[src/verilog/htc_cfg.svh]
// Register map, field positions and reset values of the hard timer/counter
`ifndef HTC_CFG_SVH
`define HTC_CFG_SVH

// Word-aligned byte offsets on the Wishbone slave
`define HTC_OFS_CTRL      8'h00
`define HTC_OFS_PRESCALE  8'h04
`define HTC_OFS_TOP       8'h08
`define HTC_OFS_COMPARE   8'h0c
`define HTC_OFS_COUNT     8'h10
`define HTC_OFS_CAPTURE   8'h14
`define HTC_OFS_IRQ_STAT  8'h18
`define HTC_OFS_IRQ_MASK  8'h1c
`define HTC_OFS_WAKE_MASK 8'h20

// Widths
`define HTC_ADR_W         8
`define HTC_DAT_W         32
`define HTC_IRQ_W         3

// Interrupt bit positions in status, mask and wake mask
`define HTC_IRQ_OVF       0
`define HTC_IRQ_MATCH     1
`define HTC_IRQ_CAP       2

// Reset values
`define HTC_CTRL_RST      8'h10
`define HTC_PRESCALE_RST  16'h0000
`define HTC_TOP_RST       16'hffff
`define HTC_COMPARE_RST   16'h8000
`define HTC_IRQ_RST       3'h0

`endif

[src/verilog/htc_pkg.sv]
// Types shared by the hard timer/counter design
package htc_pkg;

    // Operating modes, in control register order
    typedef enum logic [1:0] {
        htc_mode_watchdog,
        htc_mode_ctc,
        htc_mode_fast_pwm,
        htc_mode_pfc_pwm
    } htc_mode_t;

    // Count direction of the phase-and-frequency-correct sweep
    typedef enum logic {
        htc_dir_up,
        htc_dir_down
    } htc_dir_t;

    // Control register layout, most significant field first
    typedef struct packed {
        logic      out_invert;
        logic      count_down;
        logic      enable;
        logic      reset_pin_enable;
        logic      capture_enable;
        logic      clock_from_pin;
        htc_mode_t mode;
    } htc_ctrl_t;

    // One Wishbone request as seen by the slave
    typedef struct packed {
        logic [7:0]  adr;
        logic [31:0] dat;
        logic [3:0]  sel;
        logic        we;
        logic        valid;
    } htc_wb_req_t;

endpackage : htc_pkg

[src/verilog/htc_timer_counter.sv]
// 16-bit up/down timer/counter with compare, PWM, capture and Wishbone registers
// Functional notes
// - Sixteen-bit counter counts up or down; compare unit acts on its own.
// - Modes: watchdog, clear on compare match, fast PWM, phase/frequency-correct PWM.
// - Compare output makes waveforms; PWM stays glitch-free when period changes.
// - Counting clock has a selectable source and a programmable prescaler.
// - Capture in non-PWM bus mode: synchronise trigger, find rising edge, stamp count.
// - Three interrupt sources: overflow, compare match, input capture.
// - Interrupt output is plain overflow flag standalone, else governed by IRQ registers.
// - One static interrupt output plus a separate wake-up interrupt.
// - Counter reloads by itself at each period end.
// - Standalone mode runs preloaded settings; reset pin stays enabled.
// - Control and status registers sit on a Wishbone slave port.
//
// Design decisions made here: the address map and the Wishbone slave port.
`timescale 1ns/1ps
`include "htc_cfg.svh"

module htc_timer_counter
    import htc_pkg::*;
#(
    parameter int                 CW           = 16,
    parameter int                 PW           = 16,
    parameter logic [7:0]         PRE_CTRL     = 8'h26,
    parameter logic [PW-1:0]      PRE_PRESCALE = 16'h0000,
    parameter logic [CW-1:0]      PRE_TOP      = 16'hffff,
    parameter logic [CW-1:0]      PRE_COMPARE  = 16'h8000
) (
    input  wire logic             clock,
    input  wire logic             srst,
    input  wire logic [7:0]       wb_adr_i,
    input  wire logic [31:0]      wb_dat_i,
    input  wire logic [3:0]       wb_sel_i,
    input  wire logic             wb_we_i,
    input  wire logic             wb_stb_i,
    input  wire logic             wb_cyc_i,
    output logic      [31:0]      wb_dat_o,
    output logic                  wb_ack_o,
    input  wire logic             standalone_mode,
    input  wire logic             counter_clock_in,
    input  wire logic             counter_reset_n,
    input  wire logic             capture_trigger_in,
    output logic                  counter_irq_out,
    output logic                  wakeup_irq_out,
    output logic                  compare_wave_out,
    output logic      [CW-1:0]    running_count_value
);

    // Merge write data into a register through the byte enables
    function automatic logic [31:0] merge_bytes(input logic [31:0] old_v,
                                                input logic [31:0] new_v,
                                                input logic [3:0]  sel);
        logic [31:0] res;
        res = old_v;
        for (int b = 0; b < 4; b++) begin
            if (sel[b]) begin
                res[b*8 +: 8] = new_v[b*8 +: 8];
            end
        end
        return res;
    endfunction : merge_bytes

    // Pad a narrow register value to the bus width
    function automatic logic [31:0] widen16(input logic [15:0] v);
        return {16'h0000, v};
    endfunction : widen16

    // Registers
    htc_ctrl_t          ctrl_reg;
    logic [PW-1:0]      prescale_reg;
    logic [CW-1:0]      top_reg;
    logic [CW-1:0]      compare_reg;
    logic [CW-1:0]      top_act_reg;
    logic [CW-1:0]      compare_act_reg;
    logic [CW-1:0]      count_reg;
    logic [PW-1:0]      pre_cnt_reg;
    htc_dir_t           dir_reg;
    logic [CW-1:0]      capture_value_reg;
    logic [2:0]         irq_status_reg;
    logic [2:0]         irq_mask_reg;
    logic [2:0]         wake_mask_reg;
    logic               wave_reg;
    logic               ack_reg;
    logic [31:0]        dat_reg;

    // Synchroniser stages for the pins
    logic               sa_s1_reg;
    logic               sa_s2_reg;
    logic               cki_s1_reg;
    logic               cki_s2_reg;
    logic               cki_s3_reg;
    logic               rstn_s1_reg;
    logic               rstn_s2_reg;
    logic               cap_s1_reg;
    logic               cap_s2_reg;
    logic               cap_s3_reg;

    // Combinational terms
    htc_wb_req_t        req;
    htc_ctrl_t          ctrl_eff;
    logic [PW-1:0]      prescale_eff;
    logic [CW-1:0]      top_eff;
    logic [CW-1:0]      compare_eff;
    logic               pin_clear;
    logic               cnt_clear;
    logic               src_tick;
    logic               tick;
    logic               step;
    logic               is_pwm;
    logic               at_top;
    logic               at_bottom;
    logic               period_end;
    logic               ovf_evt;
    logic               match_evt;
    logic               cap_evt;
    logic [2:0]         irq_set;
    logic [2:0]         irq_clr;
    logic               wr_count;
    logic [31:0]        rd_data;
    logic [CW-1:0]      count_next;
    htc_dir_t           dir_next;

    // Pin synchronisers, two flops before any logic
    always_ff @(posedge clock) begin
        sa_s1_reg   <= standalone_mode;
        sa_s2_reg   <= sa_s1_reg;
        cki_s1_reg  <= counter_clock_in;
        cki_s2_reg  <= cki_s1_reg;
        cki_s3_reg  <= cki_s2_reg;
        rstn_s1_reg <= counter_reset_n;
        rstn_s2_reg <= rstn_s1_reg;
        cap_s1_reg  <= capture_trigger_in;
        cap_s2_reg  <= cap_s1_reg;
        cap_s3_reg  <= cap_s2_reg;
    end

    // Standalone runs from preloads with the reset pin forced on
    always_comb begin
        ctrl_eff     = ctrl_reg;
        prescale_eff = prescale_reg;
        top_eff      = top_reg;
        compare_eff  = compare_reg;
        if (sa_s2_reg) begin
            ctrl_eff                  = htc_ctrl_t'(PRE_CTRL);
            ctrl_eff.reset_pin_enable = 1'b1;
            prescale_eff              = PRE_PRESCALE;
            top_eff                   = PRE_TOP;
            compare_eff               = PRE_COMPARE;
        end
    end

    // Pin reset clears counter state while low and enabled
    assign pin_clear = ctrl_eff.reset_pin_enable & ~rstn_s2_reg;
    assign cnt_clear = srst | pin_clear;

    // Bus request, taken once per cycle until ack
    assign req.adr   = wb_adr_i;
    assign req.dat   = wb_dat_i;
    assign req.sel   = wb_sel_i;
    assign req.we    = wb_we_i;
    assign req.valid = wb_cyc_i & wb_stb_i & ~ack_reg;
    assign wr_count  = req.valid & req.we & ~sa_s2_reg & (req.adr == `HTC_OFS_COUNT);

    // Counting clock source and prescaler
    assign src_tick = ctrl_eff.clock_from_pin ? (cki_s2_reg & ~cki_s3_reg) : 1'b1;
    assign tick     = src_tick & (pre_cnt_reg == prescale_eff);
    assign step     = tick & ctrl_eff.enable;

    always_ff @(posedge clock) begin
        if (cnt_clear || !ctrl_eff.enable) begin
            pre_cnt_reg <= '0;
        end else if (src_tick) begin
            pre_cnt_reg <= (pre_cnt_reg == prescale_eff) ? '0 : pre_cnt_reg + 1'b1;
        end
    end

    // Period decode
    assign is_pwm    = (ctrl_eff.mode == htc_mode_fast_pwm) || (ctrl_eff.mode == htc_mode_pfc_pwm);
    assign at_top    = (count_reg >= top_act_reg);
    assign at_bottom = (count_reg == '0);

    // Next count per mode, with automatic reload
    always_comb begin
        count_next = count_reg;
        dir_next   = dir_reg;
        period_end = 1'b0;
        case (ctrl_eff.mode)
            htc_mode_watchdog: begin
                count_next = ctrl_eff.count_down ? count_reg - 1'b1 : count_reg + 1'b1;
                period_end = ctrl_eff.count_down ? at_bottom : (count_reg == {CW{1'b1}});
            end
            htc_mode_ctc, htc_mode_fast_pwm: begin
                if (!ctrl_eff.count_down || ctrl_eff.mode == htc_mode_fast_pwm) begin
                    count_next = at_top ? '0 : count_reg + 1'b1;
                    period_end = at_top;
                end else begin
                    count_next = at_bottom ? top_act_reg : count_reg - 1'b1;
                    period_end = at_bottom;
                end
            end
            default: begin
                if (top_act_reg == '0) begin
                    count_next = '0;
                    period_end = 1'b1;
                end else if (dir_reg == htc_dir_up) begin
                    if (at_top) begin
                        dir_next   = htc_dir_down;
                        count_next = top_act_reg - 1'b1;
                    end else begin
                        count_next = count_reg + 1'b1;
                    end
                end else if (at_bottom) begin
                    dir_next   = htc_dir_up;
                    count_next = count_reg + 1'b1;
                    period_end = 1'b1;
                end else begin
                    count_next = count_reg - 1'b1;
                end
            end
        endcase
    end

    // Counter register
    always_ff @(posedge clock) begin
        if (cnt_clear) begin
            count_reg <= '0;
            dir_reg   <= htc_dir_up;
        end else if (wr_count) begin
            count_reg <= CW'(merge_bytes(widen16(count_reg), req.dat, req.sel));
        end else if (step) begin
            count_reg <= count_next;
            dir_reg   <= dir_next;
        end
    end

    // Active period and compare; enabled PWM modes only take new values at a period end or a clear
    always_ff @(posedge clock) begin
        if (cnt_clear) begin
            top_act_reg     <= top_eff;
            compare_act_reg <= compare_eff;
        end else if (!is_pwm || !ctrl_eff.enable || (step && period_end)) begin
            top_act_reg     <= top_eff;
            compare_act_reg <= compare_eff;
        end
    end

    // Events
    assign ovf_evt   = step & period_end;
    assign match_evt = step & (count_reg == compare_act_reg);
    assign cap_evt   = cap_s2_reg & ~cap_s3_reg & ctrl_eff.capture_enable & ~is_pwm & ~sa_s2_reg;

    // Compare output waveform
    always_ff @(posedge clock) begin
        if (cnt_clear) begin
            wave_reg <= srst ? 1'b0 : ctrl_eff.out_invert;   // Known level before the control register settles
        end else begin
            case (ctrl_eff.mode)
                htc_mode_watchdog: begin
                    if (ovf_evt) begin
                        wave_reg <= ~wave_reg;
                    end
                end
                htc_mode_ctc: begin
                    if (match_evt) begin
                        wave_reg <= ~wave_reg;
                    end
                end
                default: begin
                    wave_reg <= (count_reg < compare_act_reg) ^ ctrl_eff.out_invert;
                end
            endcase
        end
    end

    // Capture time stamp
    always_ff @(posedge clock) begin
        if (cnt_clear) begin
            capture_value_reg <= '0;
        end else if (cap_evt) begin
            capture_value_reg <= count_reg;
        end
    end

    // Sticky interrupt status; a new event wins over a read clear
    assign irq_set[`HTC_IRQ_OVF]   = ovf_evt;
    assign irq_set[`HTC_IRQ_MATCH] = match_evt;
    assign irq_set[`HTC_IRQ_CAP]   = cap_evt;
    assign irq_clr = (req.valid && !req.we && req.adr == `HTC_OFS_IRQ_STAT) ? '1 : '0;

    always_ff @(posedge clock) begin
        if (cnt_clear) begin
            irq_status_reg <= `HTC_IRQ_RST;
        end else begin
            irq_status_reg <= (irq_status_reg & ~irq_clr) | irq_set;
        end
    end

    // Control registers written by the bus
    always_ff @(posedge clock) begin
        if (srst) begin
            ctrl_reg      <= htc_ctrl_t'(`HTC_CTRL_RST);
            prescale_reg  <= `HTC_PRESCALE_RST;
            top_reg       <= `HTC_TOP_RST;
            compare_reg   <= `HTC_COMPARE_RST;
            irq_mask_reg  <= `HTC_IRQ_RST;
            wake_mask_reg <= `HTC_IRQ_RST;
        end else if (req.valid && req.we) begin
            if (req.adr == `HTC_OFS_CTRL) begin
                ctrl_reg <= htc_ctrl_t'(8'(merge_bytes({24'h000000, ctrl_reg}, req.dat, req.sel)));
            end else if (req.adr == `HTC_OFS_PRESCALE) begin
                prescale_reg <= PW'(merge_bytes(widen16(prescale_reg), req.dat, req.sel));
            end else if (req.adr == `HTC_OFS_TOP) begin
                top_reg <= CW'(merge_bytes(widen16(top_reg), req.dat, req.sel));
            end else if (req.adr == `HTC_OFS_COMPARE) begin
                compare_reg <= CW'(merge_bytes(widen16(compare_reg), req.dat, req.sel));
            end else if (req.adr == `HTC_OFS_IRQ_MASK) begin
                irq_mask_reg <= 3'(merge_bytes({29'h0, irq_mask_reg}, req.dat, req.sel));
            end else if (req.adr == `HTC_OFS_WAKE_MASK) begin
                wake_mask_reg <= 3'(merge_bytes({29'h0, wake_mask_reg}, req.dat, req.sel));
            end
        end
    end

    // Read data mux; unmapped addresses read zero
    always_comb begin
        if (req.adr == `HTC_OFS_CTRL) begin
            rd_data = {24'h000000, ctrl_eff};
        end else if (req.adr == `HTC_OFS_PRESCALE) begin
            rd_data = widen16(prescale_eff);
        end else if (req.adr == `HTC_OFS_TOP) begin
            rd_data = widen16(top_eff);
        end else if (req.adr == `HTC_OFS_COMPARE) begin
            rd_data = widen16(compare_eff);
        end else if (req.adr == `HTC_OFS_COUNT) begin
            rd_data = widen16(count_reg);
        end else if (req.adr == `HTC_OFS_CAPTURE) begin
            rd_data = widen16(capture_value_reg);
        end else if (req.adr == `HTC_OFS_IRQ_STAT) begin
            rd_data = {29'h0, irq_status_reg};
        end else if (req.adr == `HTC_OFS_IRQ_MASK) begin
            rd_data = {29'h0, irq_mask_reg};
        end else if (req.adr == `HTC_OFS_WAKE_MASK) begin
            rd_data = {29'h0, wake_mask_reg};
        end else begin
            rd_data = '0;
        end
    end

    // Registered acknowledge and read data, one cycle after the request
    always_ff @(posedge clock) begin
        if (srst) begin
            ack_reg <= 1'b0;
            dat_reg <= '0;
        end else begin
            ack_reg <= req.valid;
            if (req.valid && !req.we) begin
                dat_reg <= rd_data;
            end
        end
    end

    // Outputs
    assign wb_ack_o            = ack_reg;
    assign wb_dat_o            = dat_reg;
    assign compare_wave_out    = wave_reg;
    assign running_count_value = count_reg;
    assign counter_irq_out     = sa_s2_reg ? irq_status_reg[`HTC_IRQ_OVF]
                                           : |(irq_status_reg & irq_mask_reg);
    assign wakeup_irq_out      = |(irq_status_reg & wake_mask_reg);

endmodule : htc_timer_counter

[config.mk]
export PLATFORM = sky130hd
export DESIGN_NAME = htc_timer_counter
export DESIGN_NICKNAME = d
export VERILOG_FILES = /design/src/verilog/htc_pkg.sv /design/src/verilog/htc_timer_counter.sv
export VERILOG_INCLUDE_DIRS = /design/src /design/src/verilog
export SDC_FILE = /design/constraint.sdc
export NUM_CORES = 1
export LEC_CHECK = 0
export ABC_AREA = 1
export BUFFER_PORTS_ARGS = -buffer_cell sky130_fd_sc_hd__buf_2
export CORE_UTILIZATION = 55
export CTS_CLUSTER_DIAMETER = 50
export DETAILED_ROUTE_END_ITERATION = 12
export GPL_TIMING_DRIVEN = 0
export HOLD_SLACK_MARGIN = 0.08
export PLACE_DENSITY = 0.75
export SLEW_MARGIN = 20
export SYNTH_ARGS = -nofsm -noshare
export SYNTH_HDL_FRONTEND = slang
export SYNTH_SLANG_ARGS = --single-unit
export TNS_END_PERCENT = 1
[constraint.sdc]
create_clock -name clock -period 9.8 [get_ports clock]
set_input_delay 1.47 -clock clock [delete_from_list [all_inputs] [get_ports clock]]
set_output_delay 1.47 -clock clock [all_outputs]
set_load 0.01 [all_outputs]
Word level (Yosys, flattened, before mapping)

Index checks and enable logic that the tools add are counted.

Output and inout port bits: 52
Input port bits: 53
Word-level logic and storage cells: 181
Register bits after elaboration: 190

Mux-type cells: 48
Equality and inequality tests: 18
Order comparisons: 2
Reductions and logical operators: 36
Bitwise gates (word level): 37
$add $sub $neg: 4

Operators with widths:

| operator              | number |
|---|---|
| $mux 16               | 24 |
| $add 16x1->16 const B | 2 |
| $eq 16x16->1          | 2 |
| $eq 8x5->1 const B    | 4 |
| $logic_not 16->1      | 2 |
| $pmux 16 s2           | 1 |
| $sub 16x1->16 const B | 2 |
| $mux 8                | 3 |
| $eq 16x16->1 const B  | 1 |
| $eq 8x4->1 const B    | 2 |
| $ge 16x16->1          | 1 |
| $lt 16x16->1          | 1 |
| $and 1x1->1           | 15 |
| $not 1->1             | 15 |
| $mux 1                | 14 |
| $mux 3                | 4 |
| $reduce_and 4->1      | 3 |
| $reduce_and 6->1      | 2 |
| $reduce_and 5->1      | 2 |
| $and 3x3->3           | 3 |
| $reduce_or 3->1       | 3 |
| $eq 8x3->1 const B    | 1 |
| $eq 8x6->1 const B    | 1 |
| $logic_not 8->1       | 1 |
| 19 further kinds      | 36 |

Logic depth before layout (Yosys ltp)

Gate-level depths: netlist of run 1.

Depth after elaboration: 10
Depth in mapped cells: 20
Gate-level depth less buffers: 19

Worst setup path after synthesis of run 1

Ideal clock, no wire load.

Path type: reg-to-reg
Start point: register sa_s2_reg
End point: register compare_act_reg[0] (enable)
Data arrival time: 2.759 ns
Period minus slack after synthesis: 3.320 ns
Path slack: 6.480 ns
Stages on the path, launching flop included: 11
Required time: 9.239 ns
Cell sequence: dfxtp_1 -> clkbuf_1 -> nor2_1 -> inv_1 -> ha_1 -> nor2_2 -> clkinv_1 -> o211ai_1 -> nand2_1 -> o21ai_1 -> nand3_1

Cells in the longest elaborated chain, start to end: 8
Elaborated cells on any way between the ends: 25
Those cells by class: eq/ne: 4; mux: 6; bitwise: 4; reduce/logical: 11

Ends and longest elaborated chain:

| what                                                 | line                                                                         | RTL |
|---|---|---|
| start, declared                                      | htc_timer_counter.sv:88                                                      | `logic sa_s2_reg;` |
| start signal, assigned                               | htc_timer_counter.sv:126                                                     | `sa_s2_reg <= sa_s1_reg;` |
| $mux 8                                               | htc_timer_counter.sv:143                                                     | `if (sa_s2_reg) begin` |
| $eq 2x2->1 / $logic_not 1->1 (equally long branches) | htc_timer_counter.sv:178, htc_timer_counter.sv:187, htc_timer_counter.sv:193 |  |
| $logic_or 1x1->1                                     | htc_timer_counter.sv:193                                                     | `if (!ctrl_eff.count_down \|\| ctrl_eff.mode == htc_mode_fast_pwm) begin` |
| $mux 1                                               | htc_timer_counter.sv:193                                                     |  |
| $pmux 1 s2                                           | htc_timer_counter.sv:187                                                     | `case (ctrl_eff.mode)` |
| $logic_and 1x1->1                                    | htc_timer_counter.sv:241                                                     | `end else if (!is_pwm \|\| !ctrl_eff.enable \|\| (step && period_end)) begin` |
| $logic_or 1x1->1                                     | htc_timer_counter.sv:241                                                     |  |
| $reduce_bool 2->1 (no line) *                        | -                                                                            |  |
| end signal, assigned                                 | htc_timer_counter.sv:240                                                     | `compare_act_reg <= compare_eff;` |
| end signal, assigned                                 | htc_timer_counter.sv:243                                                     | `compare_act_reg <= compare_eff;` |
| end, declared                                        | htc_timer_counter.sv:74                                                      | `logic [CW-1:0] compare_act_reg;` |

Every way passes the cells marked *; elsewhere a longest branch is shown, timed or not.
A chain may end at the register's enable or synchronous reset.

Worst setup path after layout of run 1

Start point: register sa_s2_reg
End point: register compare_act_reg[9] (enable)

The elaborated chain is that of the path after synthesis.

==> reports/results.ini, run 1 <==
[placed_design]
dp_cells = 1943
place_ws_ns = 5.50
dpl.hpwl_um = 28300
io_buffers = 70
place.gp.congestion = 1.08

[clock_network]
cts_buffers = 17
cts_hold_buffers = 0
clk_path_buf_depth = 2
ctsResizeCount = 0
post-cts-setup-buffers = 0
cts_sinks = 174
h-tree-depth = 4
cts_tree = built
cts.clk_slew.worst_paths_ns = 0.07
clock_latency_ns = 0.44
root_buffer = clkbuf_16

[floorplan]
rows = 50
die_x_um = 142
core_um2 = 19000
die_h_um = 142
initial_core_util = 0.569
die_area_um2 = 20200
ioPinCount = 105

[power_and_ir_drop]
irDropWorstVdd_mv = 0.144
powerDensity_nw_per_um2 = 131
power_uw = 1590
p_leak_uw = 0.00561

[route]
via_per_inst = 5.78
routed.top_layer = met4
dr_wl_met2_um = 16400
wl_per_cell_um = 18.4
vias = 11400
dr.pass1.iters = 8
antenna_left = 0
met1Wirelength_um = 14400
drt_drc_violations_left = 0
met3WireLength_um = 3330
routed_wl_um = 36400
initialDrtViolationCount = 1189

[global_route]
grt_max_degree = 33
grt_overflow_total = 0
grt_usage = 0.372
antenna_found_initial = 0
grt_pass1_vias = 10700
grt_pass1_wl_um = 57000

[hold_path]
hold_path_class = reg2reg

[final_layout]
layout.filler_cells = 1795
final_common_cell = nand2_1
drive_gt1_frac = 0.0945
multiInputGateArea_um2 = 5930
seq_area_um2 = 3810
areaGrowthSynthToFinish_pct = 12.2
diodes = 0
layout_common_cells = nand2_1 (384), inv_1 (179), nor2_1 (159)
nNetsFinal = 1797
instances_no_fill = 1975

[sta]
min_period_over_period = 0.457
fmax_mhz = 223
fin_ws_ns = 5.32
slew_violations = 0
rsz0062_at_grt = false
timing.final.hold_violations = 0
finalSetupTns_ns = 0
setup_viol = 0
worstMarginPinSlew_ns = 0.809
slew_headroom = 0.457
holdWs_ns = 0.327
period_minus_slack_ns = 4.48
fin_worst_skew_ns = 0.00650

[yosys]
yosys_warnings = 0
syn_area_um2 = 10800
synth_flop_cell = dfxtp_1
syn_inst = 1598
ys_types = 44
avgSynthCellArea_um2 = 6.78
async_reset_ff_frac = 0
yosysSeqAreaShare = 0.352
ys_ff_latch = 174
synth_edf_count = 33

[worst_setup_path]
crit_type = reg2reg
cp_data_required_time_ns = 9.74
cp-end-kind = flip-flop
worstPathArrival_ns = 4.42
worstPathMaxFanout = 32
setup.worst_path.start_class = flip-flop

[flow_run]
drv_cap = 0

[outcome]
status = finished, final reports clean

==> final cells by class <==
type | count | area share
Clock buffer | 19 | 0.0374
Inverter | 186 | 0.0575
Tap cell | 260 | 0.0268
Buffer | 90 | 0.0368
Sequential cell | 174 | 0.314
Multi-Input combinational cell | 1163 | 0.488
Clock inverter | 13 | 0.0103
Timing Repair Buffer | 70 | 0.0289
==> critical path: stages, from the launching register on <==
cell	delay, ns
dfxtp_1	0.35
clkbuf_1	0.30
nor2_1	0.55
inv_1	0.28
ha_1	0.26
nor2_2	0.30
clkinv_1	0.40
o211ai_1	0.31
nand2_1	0.08
o21ai_1	0.41
nand3_2	0.74
==> synthesized netlist by cell type, types with 4 or more instances <==
cell | count | area, um^2
buf_2 | 15 | 75.1
nand2_1 | 384 | 1440
xor2_1 | 46 | 403
nor3b_1 | 5 | 37.5
ha_1 | 42 | 526
a21oi_1 | 153 | 766
a221oi_1 | 8 | 70.1
edfxtp_1 | 33 | 991
nand2_2 | 5 | 31.3
o21ai_1 | 4 | 20.0
nor2_1 | 159 | 597
nor3_1 | 17 | 85.1
a31oi_1 | 4 | 25.0
o21ai_0 | 117 | 586
nand3_1 | 93 | 465
o221ai_1 | 5 | 43.8
or2_2 | 6 | 37.5
nand4_1 | 30 | 188
o211ai_1 | 41 | 308
dfxtp_1 | 141 | 2820
inv_2 | 5 | 18.8
xnor2_1 | 4 | 35.0
inv_1 | 179 | 672
clkbuf_1 | 51 | 191
buf_4 | 18 | 135
==> metrics by stage <==
step | area (um^2) | util
2_1_floorplan | 10900 | -
3_3_place_gp | 11600 | 0.608
3_5_place_dp | 11600 | 0.608
4_1_cts | 12100 | 0.638
5_1_grt | 12100 | 0.638
6_report | 12100 | 0.638
==> power breakdown <==
| part | switching [uW] | leakage [uW] | total (uW) | internal (uW) |
|---|---|---|---|---|
| logic | 128 | 0.00386 | 180 | 52.1 |
| clock network | 304 | 0.000288 | 674 | 371 |
| registers | 5.89 | 0.00146 | 739 | 733 |
| total | 437 | 0.00561 | 1590 | 1160 |
==> logic make-up after synthesis <==
group | after synthesis | share of synthesized area
AND/OR/NAND/NOR | 709 | 0.275
AO/OA/AOI/OAI | 346 | 0.178
buffers and inverters | 276 | 0.106
flip-flops | 174 | 0.352
XOR/XNOR | 50 | 0.0404
adder cells (fa/ha/maj) | 42 | 0.0485
other | 1 | 0.000346
==> per-layer routing <==
metal / up-vias / global-route usage
li1: 5441 / -
met1: 5130 / 0.465
met2: 677 / 0.594
met3: 169 / 0.0703
met4: 0 / 0.228
met5: - / 0
==> worst paths after layout <==
check / from / to / slack, ns / cells past startpoint
hold reg to reg: sa_s1_reg / sa_s2_reg / 0.33 / 0
setup reg to reg: sa_s2_reg / compare_act_reg[9] / 5.32 / 10
hold / removal: sa_s1_reg / sa_s2_reg / 0.33 / 0
setup / recovery: sa_s2_reg / compare_act_reg[9] / 5.32 / 10
Power figures use the tool's default switching activity.
==> run 2: changes to the inputs <==
--- a/config.mk
+++ b/config.mk
@@ -6,14 +6,14 @@
 export SDC_FILE = /design/constraint.sdc
 export NUM_CORES = 1
 export LEC_CHECK = 0
-export ABC_AREA = 1
+export ABC_AREA = 0
 export BUFFER_PORTS_ARGS = -buffer_cell sky130_fd_sc_hd__buf_2
 export CORE_UTILIZATION = 55
 export CTS_CLUSTER_DIAMETER = 50
 export DETAILED_ROUTE_END_ITERATION = 12
 export GPL_TIMING_DRIVEN = 0
 export HOLD_SLACK_MARGIN = 0.08
-export PLACE_DENSITY = 0.75
+export PLACE_DENSITY = 0.78
 export SLEW_MARGIN = 20
 export SYNTH_ARGS = -nofsm -noshare
 export SYNTH_HDL_FRONTEND = slang
==> constraint.sdc (replaced) <==
create_clock -name clock -period 4 [get_ports clock]
set_input_delay 0.6 -clock clock [delete_from_list [all_inputs] [get_ports clock]]
set_output_delay 0.6 -clock clock [all_outputs]
set_load 0.01 [all_outputs]
==> run 2 against run 1 <==
  * Flip-flop and latch count is the same
  * Die area is essentially flat
  * Sequential share of layout area down 0.074 points
  * Cell count down 15%
  * Utilization up 0.15 points
  * Register-to-register slack got worse by 5.2 ns
  * Total power up 140%
  * Clock skew is 0.0012 ns higher
  * Non-clock buffer count rose by 12
  * Critical endpoint is now compare_wave_out
  * Setup slack worse by 5.2 ns
  * Fmax grew 14%
==> reports/results.ini, run 2 <==
[yosys]
yosysSeqAreaShare = 0.352  ; about the same
async_reset_ff_frac = 0  ; unchanged
synth_edf_count = 33  ; unchanged
syn_inst = 1298  ; -19%
synth_top_area_share = 0.261  ; about the same
yosys.area.top_type = dfxtp_1
synth_common_cells = dfxtp_1 (141), nand2_1 (137), nor2_1 (111)
synthMostInstantiatedCell = dfxtp_1
syn_area_um2 = 10800  ; about the same
ys_types = 80  ; +82%
avgSynthCellArea_um2 = 8.34  ; +23%
synth_flop_cell = dfxtp_1
synth.area.top_cells = dfxtp_1 (26%), edfxtp_1 (9.2%), ha_1 (4.9%)
ys_ff_latch = 174  ; unchanged
yosys_warnings = 0  ; unchanged

[clock_network]
cts_tree = built
clock_latency_ns = 0.43  ; about the same
cts_buffers = 17  ; unchanged
cts.clk_slew.worst_paths_ns = 0.07  ; about the same
h-tree-depth = 4  ; unchanged
cts_hold_buffers = 0  ; unchanged
root_buffer = clkbuf_16
cts_sinks = 174  ; unchanged
clk_path_buf_depth = 2  ; unchanged
post-cts-setup-buffers = 0  ; unchanged

[power_and_ir_drop]
powerDensity_nw_per_um2 = 314  ; +140%
irDropWorstVdd_mv = 0.355  ; +150%
p_leak_uw = 0.00475  ; -15%
p_sw_frac = 0.245  ; -0.0292
power_frac_comb = 0.081  ; -0.032
clockPowerShare = 0.446  ; +0.023
seqPwrFrac = 0.473  ; +0.009
p_sw_uw = 936  ; +110%
internal_power_uw = 2880  ; +150%

[sta]
fmax_mhz = 254  ; +14%
setup_viol = 0  ; unchanged
period_minus_slack_ns = 3.93  ; -0.553 ns
rsz0062_at_grt = true
min_period_over_period = 0.982  ; +0.525
worstMarginPinSlew_ns = 1.06  ; +0.249 ns
slew_headroom = 0.292  ; -0.164
fin_worst_skew_ns = 0.00765  ; +0.00116 ns
fin_ws_ns = 0.0702  ; -5.25 ns
finalSetupTns_ns = 0  ; unchanged
slew_violations = 0  ; unchanged
timing.final.hold_violations = 0  ; unchanged

[floorplan]
ioPinCount = 105  ; unchanged
die_x_um = 142  ; about the same
rows = 50  ; unchanged
core_um2 = 19000  ; unchanged
die_area_um2 = 20300  ; about the same
die_h_um = 142  ; about the same
initial_core_util = 0.569  ; about the same

[final_layout]
nNetsFinal = 1494  ; -17%
areaGrowthSynthToFinish_pct = 12.4
diodes = 0  ; unchanged
layout_common_cells = dfxtp_1 (141), nand2_1 (136), nor2_1 (110)
final_common_cell = dfxtp_1
drive_gt1_frac = 0.130  ; +0.0351

[route]
dr.pass1.iters = 6  ; -2
wl_per_cell_um = 22.2  ; +21%
via_per_inst = 6.38  ; +10%
antenna_left = 0  ; unchanged
initialDrtViolationCount = 1442  ; +21%
routed_wl_um = 37200  ; +2.1%
drt_drc_violations_left = 0  ; unchanged
vias = 10700  ; -6.5%

[placed_design]
dpl.hpwl_um = 28200  ; about the same
io_buffers = 67  ; -4.3%
place.gp.congestion = 1.00  ; -7.8%
place_ws_ns = -0.379  ; -5.88 ns

[worst_setup_path]
crit_type = reg2reg
cp-end-kind = flip-flop
cp_data_required_time_ns = 4.09  ; -5.65 ns
worstPathMaxFanout = 10  ; -69%
cp_slowest_cell = a211o_1
slowest_delay_ns = 0.44  ; -0.30 ns
path_cells = clkbuf_1 -> inv_1 -> ha_1 -> nand2b_1 -> a211oi_1 -> o211a_1 -> o21ai_1 -> clkbuf_2 -> a22oi_1 -> a211o_1 -> a32oi_1
cp_num_buf_inv = 3  ; unchanged
cp_top_family = compound AO/OA/AOI/OAI gates
setup.worst_path.start_class = flip-flop
worstPathArrival_ns = 4.02  ; -0.40 ns

[global_route]
grt_overflow_total = 0  ; unchanged
grt_pass1_vias = 10000  ; -6.3%
grt_pass1_wl_um = 56700  ; -0.57%
grt_usage = 0.373  ; +0.00139
antenna_found_initial = 0  ; unchanged
grt_max_degree = 33  ; unchanged

[flow_run]
drv_cap = 0  ; unchanged

[outcome]
status = finished, final reports clean

[hold_path]
hold_path_class = in2reg

[run 2: worst register-to-register path, stage by stage (launching register included)]
cell and delay [ns]:
dfxtp_1 0.35, clkbuf_1 0.42, inv_1 0.24, ha_1 0.33
nand2b_1 0.10, a211oi_1 0.08, o211a_1 0.31, o21ai_1 0.36
clkbuf_2 0.38, a22oi_1 0.15, a211o_1 0.44, a32oi_1 0.42
[run 2: cell type report]
type                    count  area, um^2
clock buffers              20         437
repair buffers             67         335
flip-flops and latches    174        3810
fillers                  1667        6850
clock inverters            12         163
well taps                 260         325
inverters                  47         176
plain buffers             105         487
multi-input cells         987        6430
[run 2: repair_timing]
item                       in CTS  in global routing
hold endpoints to repair        0                  0
resized for setup               2                  4
setup endpoints to repair      33                 36
gates cloned                    0                  0
[run 2: metrics by stage]
step                power [uW]  std cells  instance area (um^2)  hold slack, ns   util
floorplan                 2020       1313                 10900           0.310      -
CTS                       3800       1672                 12200           0.264  0.639
finish                    3820       1672                 12200           0.267  0.640
detailed placement        2140       1640                 11500           0.316  0.607
global placement          2140       1640                 11500           0.310  0.607
global route              3910       1672                 12200           0.257  0.640
[run 2: path summary, 6_finish.rpt]
check	from	endpoint	slack, ns	depth (start not counted)
max	running_count_value[0]	compare_wave_out	0.07	11
min	standalone_mode	sa_s1_reg	0.27	1
max reg2reg	running_count_value[0]	compare_wave_out	0.07	11
min reg2reg	cap_s1_reg	cap_s2_reg	0.33	0
[run 2: kinds of logic (layout without fill, tap and decap cells)]
logic type | after synthesis | count (layout) | share of synthesized area
AO/OA/AOI/OAI | 296 | 296 | 0.198
XOR/XNOR | 70 | 70 | 0.0566
adder cells (fa/ha/maj) | 42 | 42 | 0.0485
buffers and inverters | 152 | 251 | 0.0611
flip-flops | 174 | 174 | 0.352
multiplexers | 33 | 33 | 0.0307
other | 1 | 16 | 0.000346
AND/OR/NAND/NOR | 530 | 530 | 0.253
[run 2: metal layers]
metal  routed length, um  track usage  up-vias
li1                    -            -     4884
met1               14500        0.484     4934
met2               16500        0.594      719
met3                4220       0.0622      134
met4                1940        0.201        0
met5                   0            0        -
[run 2: power groups by stage]
stage | Clock, uW | Sequential (uW) | Combinational [uW]
global route | 1770 | 1810 | 327
global placement | 0 | 1840 | 292
detailed placement | 0 | 1840 | 294
finish | 1700 | 1810 | 309
CTS | 1700 | 1810 | 295
floorplan | 0 | 1840 | 179
==> run 3: changes to the inputs <==
--- a/config.mk
+++ b/config.mk
@@ -11,9 +11,8 @@
 export CORE_UTILIZATION = 55
 export CTS_CLUSTER_DIAMETER = 50
 export DETAILED_ROUTE_END_ITERATION = 12
-export GPL_TIMING_DRIVEN = 0
 export HOLD_SLACK_MARGIN = 0.08
-export PLACE_DENSITY = 0.78
+export PLACE_DENSITY = 0.75
 export SLEW_MARGIN = 20
 export SYNTH_ARGS = -nofsm -noshare
 export SYNTH_HDL_FRONTEND = slang
==> constraint.sdc (replaced) <==
create_clock -name clock -period 4.5 [get_ports clock]
set_input_delay 0.675 -clock clock [delete_from_list [all_inputs] [get_ports clock]]
set_output_delay 0.675 -clock clock [all_outputs]
set_load 0.01 [all_outputs]
==> run 3 against run 2 <==
  * Die area is the same
  * Final area decreased by 1.7%
  * Critical path depth down 1
  * Worst hold slack gained 0.061 ns
==> reports/results.ini, run 3 (synthesis gave the netlist of run 2 again) <==
[final_layout]
final_cell_area_um2 = 12000  ; -1.7%
final_common_cell = dfxtp_1
nNetsFinal = 1429  ; -4.4%
layout.filler_cells = 1697  ; +1.8%
areaGrowthSynthToFinish_pct = 10.5
post-route-util = 0.629  ; -0.0107
drive_gt1_frac = 0.140  ; +0.0107
diodes = 0  ; unchanged
layout_common_cells = dfxtp_1 (140), nand2_1 (137), nor2_1 (111)

[route]
antenna_left = 0  ; unchanged
drt_drc_violations_left = 0  ; unchanged
dr.pass1.iters = 10  ; +4
vias = 10300  ; -3.8%
wl_per_cell_um = 21.2  ; -4.5%
initialDrtViolationCount = 1201  ; -17%
via_per_inst = 6.39  ; about the same
routed_wl_um = 34100  ; -8.2%

[power_and_ir_drop]
power_uw = 3360  ; -12%
irDropWorstVdd_mv = 0.294  ; -17%
power_frac_comb = 0.073  ; -0.008
p_sw_uw = 851  ; -9.1%
clockPowerShare = 0.448  ; +0.002
p_leak_uw = 0.00471  ; -0.88%
seqPwrFrac = 0.479  ; +0.006
powerDensity_nw_per_um2 = 281  ; -10%
p_sw_frac = 0.253  ; +0.00759
internal_power_uw = 2510  ; -13%

[worst_setup_path]
cp_num_buf_inv = 2  ; -1
cp_top_family = compound AO/OA/AOI/OAI gates
r2r_slack_ns = 0.89  ; +0.82 ns
setup.worst_path.start_class = flip-flop
cp_slowest_cell = dfxtp_2
r2r_cells = 10  ; -1
worstPathArrival_ns = 3.93  ; -0.09 ns
cp_data_required_time_ns = 4.82  ; +0.73 ns
cp-end-kind = flip-flop
cpMostUsedCell = nor2_1
worstReg2RegEnd = running_count_value[8]
crit_type = reg2reg
slowest_delay_ns = 0.81  ; +0.37 ns
r2r_start = sa_s2_reg
path_cells = nor2_1 -> buf_4 -> inv_1 -> ha_1 -> nor2_1 -> nand2_1 -> a21oi_1 -> a211o_1 -> a311o_1 -> a32o_1
worstPathMaxFanout = 37  ; +27

[sta]
fin_worst_skew_ns = 0.00756  ; -0.0000940 ns
finalSetupTns_ns = 0  ; unchanged
setup_viol = 0  ; unchanged
timing.final.hold_violations = 0  ; unchanged
slew_headroom = 0.339  ; +0.0464
worstMarginPinSlew_ns = 0.992  ; -0.0657 ns
slew_violations = 0  ; unchanged
rsz0062_at_grt = false
fmax_mhz = 277  ; +8.9%
min_period_over_period = 0.802  ; -0.181
period_minus_slack_ns = 3.61  ; -0.323 ns

[clock_network]
post-cts-setup-buffers = 0  ; unchanged
cts.clk_slew.worst_paths_ns = 0.07  ; about the same
h-tree-depth = 4  ; unchanged
cts_tree = built
clk_path_buf_depth = 2  ; unchanged
ctsResizeCount = 0  ; -2
cts_buffers = 17  ; unchanged
cts_hold_buffers = 0  ; unchanged
clock_latency_ns = 0.43  ; about the same
cts_sinks = 174  ; unchanged
root_buffer = clkbuf_16

[hold_path]
holdPathStages = 0  ; -1
hold_path_startpoint = cki_s1_reg
hold_path_class = reg2reg
worstHoldEndpoint = cki_s2_reg

[floorplan]
core_um2 = 19000  ; unchanged
die_x_um = 142  ; unchanged
die_area_um2 = 20300  ; unchanged
rows = 50  ; unchanged
ioPinCount = 105  ; unchanged
die_h_um = 142  ; unchanged
initial_core_util = 0.569  ; unchanged

[outcome]
status = finished, final reports clean

[placed_design]
place.gp.congestion = 0.962  ; -3.8%
dpl.hpwl_um = 24800  ; -12%
io_buffers = 70  ; +4.5%
dpl-instance-area_um2 = 11400  ; -1.6%

[global_route]
grt_pass1_wl_um = 52900  ; -6.7%
grt_overflow_total = 0  ; unchanged
grt_max_degree = 81  ; +150%
antenna_found_initial = 0  ; unchanged
grt_pass1_vias = 9381  ; -6.5%
grt_usage = 0.344  ; -0.0297

[flow_run]
drv_cap = 0  ; unchanged

run 3: cell types whose count changed in the layout (fill, tap and decap cells not counted), moves of 2 or more:
cell | before | now
clkbuf_1 | 69 | 0
buf_4 | 19 | 36
buf_2 | 83 | 70
clkbuf_8 | 0 | 4
clkinvlp_4 | 4 | 0
buf_1 | 3 | 0
inv_6 | 2 | 5
bufinv_16 | 3 | 1
run 3: metrics by stage:
stage               hold WS (ns)  cells  setup WS [ns]
global route               0.333   1607          0.710
CTS                        0.327   1607           1.00
global placement           0.311   1575           1.01
finish                     0.328   1607          0.893
detailed placement         0.312   1575          0.926
floorplan                  0.310   1313          0.885
run 3: per-layer routing:
metal,vias up,track usage,share of wire
met5,-,0,0
met4,0,0.147,0.034
met3,87,0.0548,0.096
met2,634,0.555,0.46
met1,4786,0.455,0.41
li1,4757,-,-
run 3: final cells by class:
type | instances | area, um^2 | share of cell area
Clock inverter | 11 | 120 | 0.0100
Sequential cell | 174 | 3810 | 0.319
Timing Repair Buffer | 107 | 641 | 0.0535
Tap cell | 260 | 325 | 0.0272
Multi-Input combinational cell | 987 | 6410 | 0.536
Inverter | 47 | 176 | 0.0147
Clock buffer | 21 | 480 | 0.0401
run 3: worst max path at each step:
stage                                 from                      end  slack (ns)  cells after the start
floorplan           running_count_value[0]       compare_act_reg[0]        0.89                     11
global placement               wb_adr_i[5]  running_count_value[14]        1.01                     10
detailed placement             wb_adr_i[5]   running_count_value[8]        0.93                     10
CTS                              sa_s2_reg   running_count_value[8]        1.00                     10
global route                     sa_s2_reg   running_count_value[8]        0.71                     10
finish                           sa_s2_reg   running_count_value[8]        0.89                     10
run 3: power by group through the flow:
stage	combinational, uW	clock, uW	sequential [uW]
final	245	1510	1610
after global routing	263	1580	1610
after floorplan	159	0	1640
after global placement	238	0	1650
after detailed placement	238	0	1650
after CTS	240	1510	1610
run 3: worst register-to-register path, cell delays in order (launching register included):
cell and delay (ns):
dfxtp_2 0.81, nor2_1 0.13, buf_4 0.20, inv_1 0.10, ha_1 0.63, nor2_1 0.11
nand2_1 0.38, a21oi_1 0.27, a211o_1 0.32, a311o_1 0.34, a32o_1 0.20
